**src/core/tap_consts.vh**
```
// Register offsets, field positions, reset values and timing counts
// for the thermal alarm pin control block.
`ifndef TAP_CONSTS_VH
`define TAP_CONSTS_VH
`define TAP_OFF_R1_CFG 8'h5F
`define TAP_OFF_LOC_CFG 8'h60
`define TAP_OFF_R2_CFG 8'h61
`define TAP_OFF_ACOU1 8'h62
`define TAP_OFF_R1_CRIT 8'h6A
`define TAP_OFF_LOC_CRIT 8'h6B
`define TAP_OFF_R2_CRIT 8'h6C
`define TAP_OFF_MASK2 8'h75
`define TAP_OFF_CFG3 8'h78
`define TAP_OFF_CFG4 8'h7D
`define TAP_OFF_ALARM_TMR 8'h79
`define TAP_OFF_ALARM_LIM 8'h7A
`define TAP_OFF_IRQ_STAT 8'h90
`define TAP_OFF_IRQ_CLR 8'h91
`define TAP_OFF_IRQ_EN 8'h92
`define TAP_OFF_FAN_STAT 8'h93
`define TAP_BIT_CH_ALARM_OUT 3
`define TAP_BIT_ENABLE 1
`define TAP_BIT_FULL_SPEED_ON_ALARM 2
`define TAP_BIT_PIN_SEL 1
`define TAP_BIT_LIM_MASK 5
`define TAP_BIT_SYNC 4
`define TAP_RST_REG 8'h00
`define TAP_RST_CRIT 8'h64
`define TAP_RST_LIM 8'h00
`define TAP_IRQ_LIM 0
`define TAP_IRQ_IN 1
`define TAP_IRQ_OUT 2
`define TAP_TICK_US 22760
`define TAP_TICK_CYC (`TAP_TICK_US * 50)
`endif

```
**src/core/tap_thermal_alarm.v**
```verilog
// Thermal alarm pin control: input timing, fan full_speed_on_alarm, output alarm,
// pin selection and speed-sense grouping, behind an Avalon-MM slave.
// Assumes temperatures arrive in quarter-degree units once per
// monitoring cycle marked by mon_cycle, and that the pin is pulled up.
//
// The Avalon-MM interface to the registers is this design's own decision.
`include "tap_consts.vh"
module tap_thermal_alarm #(
	parameter TICK_CYC = `TAP_TICK_CYC
) (
	input wire clk_sys,
	input wire rst,
	input wire [7:0] avs_address,
	input wire avs_read,
	input wire avs_write,
	input wire [31:0] avs_writedata,
	output reg [31:0] avs_readdata,
	output reg avs_waitrequest,
	input wire pin_default_in,
	output reg pin_default_oe,
	output reg pin_default_out,
	input wire pin_alt_in,
	output reg pin_alt_oe,
	output reg pin_alt_out,
	input wire [29:0] temp_in,
	input wire mon_cycle,
	input wire [23:0] duty_in,
	input wire [2:0] fan_running,
	output reg [23:0] duty_out,
	output reg [3:0] speed_sense_four_used_q,
	output reg [7:0] sense_group_q,
	output reg smbalert_q,
	output reg irq_q
);
	reg [7:0] cfg_q [0:2];
	reg [7:0] crit_q [0:2];
	reg [7:0] acou1_q, mask2_q, cfg3_q, cfg4_q, lim_q, tmr_q;
	reg [2:0] stat_q, irq_en_q;
	reg lim_stat_q;
	reg [2:0] s_def_q, s_alt_q;
	reg asserted_q, asserted_prev_q;
	reg [31:0] tick_q;
	reg [2:0] over_q;
	reg out_low_q, held_q;
	reg rd_pend_q;
	reg [3:0] own_q;
	reg one_tick_q;
	wire own_drv = out_low_q | (|own_q);
	wire alarm_en = cfg3_q[`TAP_BIT_ENABLE];
	wire pin_sel = alarm_en & cfg4_q[`TAP_BIT_PIN_SEL];
	wire acc = (avs_read | avs_write) & avs_waitrequest;
	// Write lands at the edge that completes the transfer
	wire wr = avs_write & ~avs_waitrequest;
	wire tmr_rd = avs_read & avs_waitrequest &
		(avs_address == `TAP_OFF_ALARM_TMR);
	wire [2:0] over_now;
	wire lim_hit;
	genvar g;
	generate
		for (g = 0; g < 3; g = g + 1) begin : g_ch
			assign over_now[g] = cfg_q[g][`TAP_BIT_CH_ALARM_OUT] &
				(temp_in[g*10 +: 10] > {crit_q[g], 2'b00});
		end
	endgenerate
	// Zero limit: first assertion; else exceed
	assign lim_hit = (lim_q == 8'h00) ? (tmr_q != 8'h00) : (tmr_q > lim_q);
	// Sampled pin: three flops, change taken once last two agree
	always @(posedge clk_sys) begin
		if (rst) begin
			s_def_q <= 3'b111;
			s_alt_q <= 3'b111;
			own_q <= 4'h0;
			asserted_q <= 1'b0;
		end else begin
			s_def_q <= {s_def_q[1:0], pin_default_in};
			s_alt_q <= {s_alt_q[1:0], pin_alt_in};
			// Own drive still echoes through the sampling flops
			own_q <= {own_q[2:0], out_low_q};
			// Monitor only the selected pin when enabled
			if (!alarm_en)
				asserted_q <= 1'b0;
			else if (pin_sel && s_alt_q[2] == s_alt_q[1])
				asserted_q <= ~s_alt_q[2] & ~own_drv;
			else if (!pin_sel && s_def_q[2] == s_def_q[1])
				asserted_q <= ~s_def_q[2] & ~own_drv;
		end
	end
	// Cumulative timer: LSB set on first assertion, saturates, read clears all but LSB, which takes asserted_q
	always @(posedge clk_sys) begin
		if (rst) begin
			tmr_q <= 8'h00;
			tick_q <= 32'h00000000;
			one_tick_q <= 1'b0;
			asserted_prev_q <= 1'b0;
		end else begin
			asserted_prev_q <= asserted_q;
			if (tmr_rd) begin
				tmr_q <= {7'h00, asserted_q};
				tick_q <= 32'h00000000;
				one_tick_q <= 1'b0;
			end else if (asserted_q) begin
				if (!asserted_prev_q && tmr_q == 8'h00)
					tmr_q <= 8'h01;
				if (tick_q == TICK_CYC - 1) begin
					tick_q <= 32'h00000000;
					// Bit 0 alone stands for the first two ticks
					if (!one_tick_q)
						one_tick_q <= 1'b1;
					else if (tmr_q != 8'hFF)
						tmr_q <= tmr_q + 8'h01;
				end else begin
					tick_q <= tick_q + 32'h00000001;
				end
			end
		end
	end
	// Output alarm, evaluated once per monitoring cycle
	always @(posedge clk_sys) begin
		if (rst) begin
			over_q <= 3'b000;
			out_low_q <= 1'b0;
			held_q <= 1'b0;
		end else if (mon_cycle) begin
			over_q <= over_now;
			out_low_q <= alarm_en & (|over_now);
			held_q <= out_low_q;
		end
	end
	// Register bus slave, one wait state
	always @(posedge clk_sys) begin
		if (rst) begin
			avs_waitrequest <= 1'b1;
			avs_readdata <= 32'h00000000;
			rd_pend_q <= 1'b0;
		end else begin
			avs_waitrequest <= ~(acc & ~rd_pend_q) | ~avs_waitrequest;
			rd_pend_q <= acc & ~rd_pend_q;
			if (avs_read && avs_waitrequest) begin
				case (avs_address)
				`TAP_OFF_R1_CFG: avs_readdata <= {24'h0, cfg_q[0]};
				`TAP_OFF_LOC_CFG: avs_readdata <= {24'h0, cfg_q[1]};
				`TAP_OFF_R2_CFG: avs_readdata <= {24'h0, cfg_q[2]};
				`TAP_OFF_ACOU1: avs_readdata <= {24'h0, acou1_q};
				`TAP_OFF_R1_CRIT: avs_readdata <= {24'h0, crit_q[0]};
				`TAP_OFF_LOC_CRIT: avs_readdata <= {24'h0, crit_q[1]};
				`TAP_OFF_R2_CRIT: avs_readdata <= {24'h0, crit_q[2]};
				`TAP_OFF_MASK2: avs_readdata <= {24'h0, mask2_q};
				`TAP_OFF_CFG3: avs_readdata <= {24'h0, cfg3_q};
				`TAP_OFF_CFG4: avs_readdata <= {24'h0, cfg4_q};
				`TAP_OFF_ALARM_TMR: avs_readdata <= {24'h0, tmr_q};
				`TAP_OFF_ALARM_LIM: avs_readdata <= {24'h0, lim_q};
				`TAP_OFF_IRQ_STAT: avs_readdata <= {29'h0, stat_q};
				`TAP_OFF_IRQ_EN: avs_readdata <= {29'h0, irq_en_q};
				`TAP_OFF_FAN_STAT: avs_readdata <=
					{26'h0, lim_stat_q, over_q, held_q, asserted_q};
				default: avs_readdata <= 32'h00000000;
				endcase
			end
		end
	end
	// Writable registers
	always @(posedge clk_sys) begin
		if (rst) begin
			cfg_q[0] <= `TAP_RST_REG;
			cfg_q[1] <= `TAP_RST_REG;
			cfg_q[2] <= `TAP_RST_REG;
			crit_q[0] <= `TAP_RST_CRIT;
			crit_q[1] <= `TAP_RST_CRIT;
			crit_q[2] <= `TAP_RST_CRIT;
			acou1_q <= `TAP_RST_REG;
			mask2_q <= `TAP_RST_REG;
			cfg3_q <= `TAP_RST_REG;
			cfg4_q <= `TAP_RST_REG;
			lim_q <= `TAP_RST_LIM;
			irq_en_q <= 3'b000;
		end else if (wr) begin
			case (avs_address)
			`TAP_OFF_R1_CFG: cfg_q[0] <= avs_writedata[7:0];
			`TAP_OFF_LOC_CFG: cfg_q[1] <= avs_writedata[7:0];
			`TAP_OFF_R2_CFG: cfg_q[2] <= avs_writedata[7:0];
			`TAP_OFF_ACOU1: acou1_q <= avs_writedata[7:0];
			`TAP_OFF_R1_CRIT: crit_q[0] <= avs_writedata[7:0];
			`TAP_OFF_LOC_CRIT: crit_q[1] <= avs_writedata[7:0];
			`TAP_OFF_R2_CRIT: crit_q[2] <= avs_writedata[7:0];
			`TAP_OFF_MASK2: mask2_q <= avs_writedata[7:0];
			`TAP_OFF_CFG3: cfg3_q <= avs_writedata[7:0];
			`TAP_OFF_CFG4: cfg4_q <= avs_writedata[7:0];
			`TAP_OFF_ALARM_LIM: lim_q <= avs_writedata[7:0];
			`TAP_OFF_IRQ_EN: irq_en_q <= avs_writedata[2:0];
			default: ;
			endcase
		end
	end
	// Sticky status; set wins over clear
	always @(posedge clk_sys) begin
		if (rst) begin
			stat_q <= 3'b000;
			lim_stat_q <= 1'b0;
			irq_q <= 1'b0;
			smbalert_q <= 1'b0;
		end else begin
			// Limit status sticky, cleared by writing one
			if (lim_hit)
				lim_stat_q <= 1'b1;
			else if (wr && avs_address == `TAP_OFF_FAN_STAT &&
				avs_writedata[5])
				lim_stat_q <= 1'b0;
			stat_q <= (stat_q & ~((wr && avs_address == `TAP_OFF_IRQ_CLR) ?
				avs_writedata[2:0] : 3'b000)) |
				{out_low_q, asserted_q & ~asserted_prev_q, lim_hit};
			irq_q <= |(stat_q & irq_en_q);
			// Mask suppresses alert, status still set
			smbalert_q <= lim_stat_q & ~mask2_q[`TAP_BIT_LIM_MASK];
		end
	end
	// Pin drivers, fan full_speed_on_alarm, grouping
	always @(posedge clk_sys) begin
		if (rst) begin
			pin_default_oe <= 1'b0;
			pin_default_out <= 1'b0;
			pin_alt_oe <= 1'b0;
			pin_alt_out <= 1'b0;
			speed_sense_four_used_q <= 4'h0;
			sense_group_q <= 8'h00;
		end else begin
			pin_default_oe <= out_low_q & ~pin_sel;
			pin_alt_oe <= out_low_q & pin_sel;
			pin_default_out <= 1'b0;
			pin_alt_out <= 1'b0;
			// Default pin freed for sense four
			speed_sense_four_used_q <= {~(alarm_en & ~pin_sel), 3'b111};
			// Sync groups two-four on drive two
			if (acou1_q[`TAP_BIT_SYNC])
				sense_group_q <= 8'h54;
			else
				sense_group_q <= 8'hA4;
		end
	end
	generate
		for (g = 0; g < 3; g = g + 1) begin : g_fan
			always @(posedge clk_sys) begin
				if (rst)
					duty_out[g*8 +: 8] <= 8'h00;
				else if (cfg3_q[`TAP_BIT_FULL_SPEED_ON_ALARM] && asserted_q &&
					fan_running[g] && duty_in[g*8 +: 8] != 8'h00)
					duty_out[g*8 +: 8] <= 8'hFF;
				else
					duty_out[g*8 +: 8] <= duty_in[g*8 +: 8];
			end
		end
	endgenerate
endmodule

```
**config.mk**
```make
export PLATFORM = sky130hd
export DESIGN_NAME = tap_thermal_alarm
export DESIGN_NICKNAME = d
export VERILOG_FILES = /design/src/core/tap_thermal_alarm.v
export VERILOG_INCLUDE_DIRS = /design/src /design/src/core
export SDC_FILE = /design/constraint.sdc
export NUM_CORES = 1
export LEC_CHECK = 0
export BUFFER_PORTS_ARGS = -buffer_cell sky130_fd_sc_hd__buf_2
export CAP_MARGIN = 15
export CORE_ASPECT_RATIO = 1.1
export CORE_MARGIN = 3
export CORE_UTILIZATION = 45
export DETAILED_ROUTE_END_ITERATION = 8
export PLACE_DENSITY = 0.67
export SYNTH_ARGS = -nofsm -noshare
export SYNTH_HDL_FRONTEND = slang
export SYNTH_SLANG_ARGS = --single-unit
export TNS_END_PERCENT = 100
```
**constraint.sdc**
```tcl
create_clock -name clk_sys -period 2.92 [get_ports clk_sys]
set_input_delay 0.584 -clock clk_sys [delete_from_list [all_inputs] [get_ports clk_sys]]
set_output_delay 0.584 -clock clk_sys [all_outputs]
set_load 0.01 [all_outputs]
```
==> impl_metrics.sql <==
INSERT INTO impl_metrics (metric_group, metric, value, unit) VALUES
('setup_path', 'worstSetupEndpointType', 'flip-flop', ''),
('yosys', 'synth_seq_area_share', '0.470', ''),
('clock_network', 'worstSkewPairLatency', '430', 'ps'),
('setup_path', 'reg2reg_to', 'tick_q[7]$_SDFFE_PP0P_', ''),
('pwr', 'power.density', '518', 'nW/um2'),
('clock_network', 'clk_pin_slew', '70', 'ps'),
('clock_network', 'cts.htree.levels', '4', ''),
('clock_network', 'cts_inserted_buffers', '17', ''),
('global_routing', 'grt_max_degree', '58', ''),
('floorplanning', 'fp.dieW', '144', 'um'),
('route', 'wirelength', '25500', 'um'),
('global_routing', 'grt_pass1_vias', '7184', ''),
('yosys', 'yosys.area.top_type_share', '0.316', ''),
('finish', 'antenna-diode-count', '0', ''),
('route', 'ant_nets', '0', ''),
('floorplanning', 'std_cell_rows', '54', ''),
('setup_path', 'crit_end', 'tick_q[7]$_SDFFE_PP0P_', ''),
('clock_network', 'clock-root-buffer', 'sky130_fd_sc_hd__clkbuf_16', ''),
('status', 'outcome', 'complete, no violations', ''),
('global_routing', 'grt_remaining_overflow', '0', ''),
('floorplanning', 'die_height', '157', 'um'),
('clock_network', 'cts-root-to-sink-buffers', '2', ''),
('global_routing', 'grt_use_met2', '0.351', ''),
('timing', 'fmax', '436', 'MHz'),
('global_routing', 'grt_usage', '0.226', ''),
('pwr', 'p_leak', '4.42', 'nW'),
('global_routing', 'global_route.peak_usage_layer', 'met2', ''),
('timing', 'max_slew.worst_pin.slew', '766', 'ps'),
('pwr', 'report.power.total', '5.59', 'mW'),
('timing', 'finalHoldViolCount', '0', ''),
('setup_path', 'worstSetupStartpointType', 'flip-flop', ''),
('floorplanning', 'pin_count', '179', ''),
('route', 'route.detailed.wl_per_inst', '18.0', 'um'),
('flow_run', 'cap_violations', '0', ''),
('clock_network', 'cts_tree', 'done', ''),
('finish', 'most_frequent_cells_in_the_layout', 'sky130_fd_sc_hd__dfxtp_1, sky130_fd_sc_hd__nor2_1, sky130_fd_sc_hd__buf_2', ''),
('global_routing', 'global_route_wire_length_before_repair', '39600', 'um'),
('setup_path', 'worst-path-max-fanout', '31', ''),
('finish', 'fill_cells', '1877', ''),
('yosys', 'synth.largest_area_cell', 'sky130_fd_sc_hd__dfxtp_1', ''),
('global_routing', 'grt_antenna_before_repair', '0', ''),
('setup_path', 'timing.reg2reg.setup_slack', '630', 'ps'),
('floorplanning', 'start_util', '0.465', ''),
('global_routing', 'grt_util_met3', '0.0407', ''),
('clock_network', 'clock_sink_count', '196', ''),
('yosys', 'synth_warnings', '0', ''),
('floorplanning', 'core_region_area', '20100', 'um2'),
('yosys', 'post_synth.cell_area_avg', '9.11', 'um2'),
('finish', 'final_layout_size_suffix_gt1_frac', '0.174', ''),
('timing', 'min_period', '2290', 'ps'),
('floorplanning', 'die_area', '22600', 'um2'),
('setup_path', 'timing.critical_path.from', 'tick_q[0]$_SDFFE_PP0P_', ''),
('route', 'detailedRoute.firstPassIterationCount', '5', ''),
('route', 'post-route-drc-count', '0', ''),
('yosys', 'synthCells', '1028', ''),
('finish', 'final_common_cell', 'sky130_fd_sc_hd__dfxtp_1', ''),
('finish', 'final-instance-count-excl-fill', '1417', ''),
('setup_path', 'crit-reg2reg-launch', 'tick_q[0]$_SDFFE_PP0P_', ''),
('yosys', 'postSynth.topFlopCell', 'sky130_fd_sc_hd__dfxtp_1', ''),
('route', 'dr_total_vias', '7833', ''),
('finish', 'synthesis_to_layout_area_growth', '15.4', '%'),
('timing', 'fin_worst_skew', '12.8', 'ps'),
('placement', 'buffer_ports.inserted', '125', ''),
('route', 'drt_iter0_drc', '838', ''),
('setup_path', 'worstSetupPathType', 'reg2reg', ''),
('setup_path', 'arrival', '2620', 'ps'),
('yosys', 'synth.lib_cells_used.distinct', '71', ''),
('route', 'via_per_inst', '5.53', ''),
('timing', 'max_slew_headroom', '0.485', ''),
('hold_path', 'min-delay-path-class', 'in2reg', ''),
('timing', 'setup_tns', '0', 'ps');
-- state kept, by name (all words and copies together), names as in the netlist, 4 cells and up --
register,flops
cfg4_q,8
acou1_q,8
cfg3_q,8
duty_out,24
tick_q,32
own_q,4
tmr_q,8
mask2_q,8
avs_readdata,8
cfg_q,24
crit_q,24
lim_q,8
-- worst max-delay path, cell delays in order (launching register included) --
cell                      delay [ps]
sky130_fd_sc_hd__dfxtp_1         400
sky130_fd_sc_hd__ha_1            240
sky130_fd_sc_hd__nor4b_1         310
sky130_fd_sc_hd__nand4_1         260
sky130_fd_sc_hd__nor3_2          500
sky130_fd_sc_hd__or3_1           220
sky130_fd_sc_hd__buf_12          190
sky130_fd_sc_hd__nor2_1           70
-- cells in the mapped netlist (4+ instances only) --
cell / instances
sky130_fd_sc_hd__dfxtp_1: 148
sky130_fd_sc_hd__nor2_1: 133
sky130_fd_sc_hd__nand2_1: 110
sky130_fd_sc_hd__a21oi_1: 65
sky130_fd_sc_hd__nand3_1: 58
sky130_fd_sc_hd__edfxtp_1: 48
sky130_fd_sc_hd__inv_1: 43
sky130_fd_sc_hd__ha_1: 35
sky130_fd_sc_hd__mux2i_1: 35
sky130_fd_sc_hd__buf_4: 34
sky130_fd_sc_hd__o21ai_0: 32
sky130_fd_sc_hd__clkbuf_1: 21
sky130_fd_sc_hd__xor2_1: 18
sky130_fd_sc_hd__and2_1: 17
sky130_fd_sc_hd__nand4_1: 16
sky130_fd_sc_hd__buf_2: 15
sky130_fd_sc_hd__nor3_1: 15
sky130_fd_sc_hd__nand2b_1: 13
sky130_fd_sc_hd__nor4_1: 13
sky130_fd_sc_hd__xnor2_1: 13
sky130_fd_sc_hd__nor2b_1: 12
sky130_fd_sc_hd__a22oi_1: 10
sky130_fd_sc_hd__and3_1: 8
sky130_fd_sc_hd__a222oi_1: 7
sky130_fd_sc_hd__or2_2: 7
sky130_fd_sc_hd__a21o_1: 6
sky130_fd_sc_hd__a311oi_1: 6
sky130_fd_sc_hd__a32oi_1: 6
sky130_fd_sc_hd__nor4b_1: 5
sky130_fd_sc_hd__or3_1: 5
sky130_fd_sc_hd__a221oi_1: 4
sky130_fd_sc_hd__a31oi_1: 4
sky130_fd_sc_hd__and4_1: 4
sky130_fd_sc_hd__buf_1: 4
sky130_fd_sc_hd__mux2_2: 4
-- metal layers --
metal / wire, um / part of all wire
met1: 11200 / 0.44
met2: 11800 / 0.46
met3: 2080 / 0.081
met4: 422 / 0.017
met5: 0 / 0
-- logic make-up after synthesis --
kind of cell,share of synthesized area
DFF,0.470
adders and majority gates,0.0468
xor gates and xnor gates,0.0290
AOI/OAI and AO/OA,0.122
other,0.000401
muxes,0.0422
buffers and inverters,0.0629
and+or+nand+nor,0.226
-- worst min path at each step --
stage                                startpoint               endpoint  slack, ps  depth (start not counted)
after global placement    s_alt_q[0]$_SDFF_PP1_  s_alt_q[1]$_SDFF_PP1_        390                          1
after detailed placement  s_alt_q[0]$_SDFF_PP1_  s_alt_q[1]$_SDFF_PP1_        400                          1
after CTS                            pin_alt_in  s_alt_q[0]$_SDFF_PP1_        320                          2
after global routing                 pin_alt_in  s_alt_q[0]$_SDFF_PP1_        320                          2
after floorplan           s_alt_q[0]$_SDFF_PP1_  s_alt_q[1]$_SDFF_PP1_        390                          1
final                                pin_alt_in  s_alt_q[0]$_SDFF_PP1_        330                          2
-- report_power, final --
part	internal, mW	total (mW)	switching (mW)
logic	0.129	0.373	0.243
clock network	1.28	2.37	1.09
registers	2.82	2.84	0.0227
-- final cells by class --
| cell class | instances | area [um2] | area share |
|---|---|---|---|
| multi-input cells | 742 | 4470 | 0.414 |
| flip-flops and latches | 196 | 4400 | 0.408 |
| repair buffers | 151 | 836 | 0.0774 |
| clock buffers | 20 | 468 | 0.0433 |
| well taps | 252 | 315 | 0.0292 |
| inverters | 44 | 165 | 0.0153 |
| clock inverters | 12 | 138 | 0.0127 |
-- per-stage QoR --
step / instance area [um2] / hold WS [ps] / util / setup slack, ps
2_1_floorplan: 9470 / 389 / - / 598
3_3_place_gp: 10200 / 395 / 0.506 / 483
3_5_place_dp: 10200 / 399 / 0.506 / 472
4_1_cts: 10800 / 315 / 0.536 / 610
5_1_grt: 10800 / 321 / 0.536 / 347
6_report: 10800 / 334 / 0.536 / 626
Note: power is estimated with default switching activity, not from simulation.
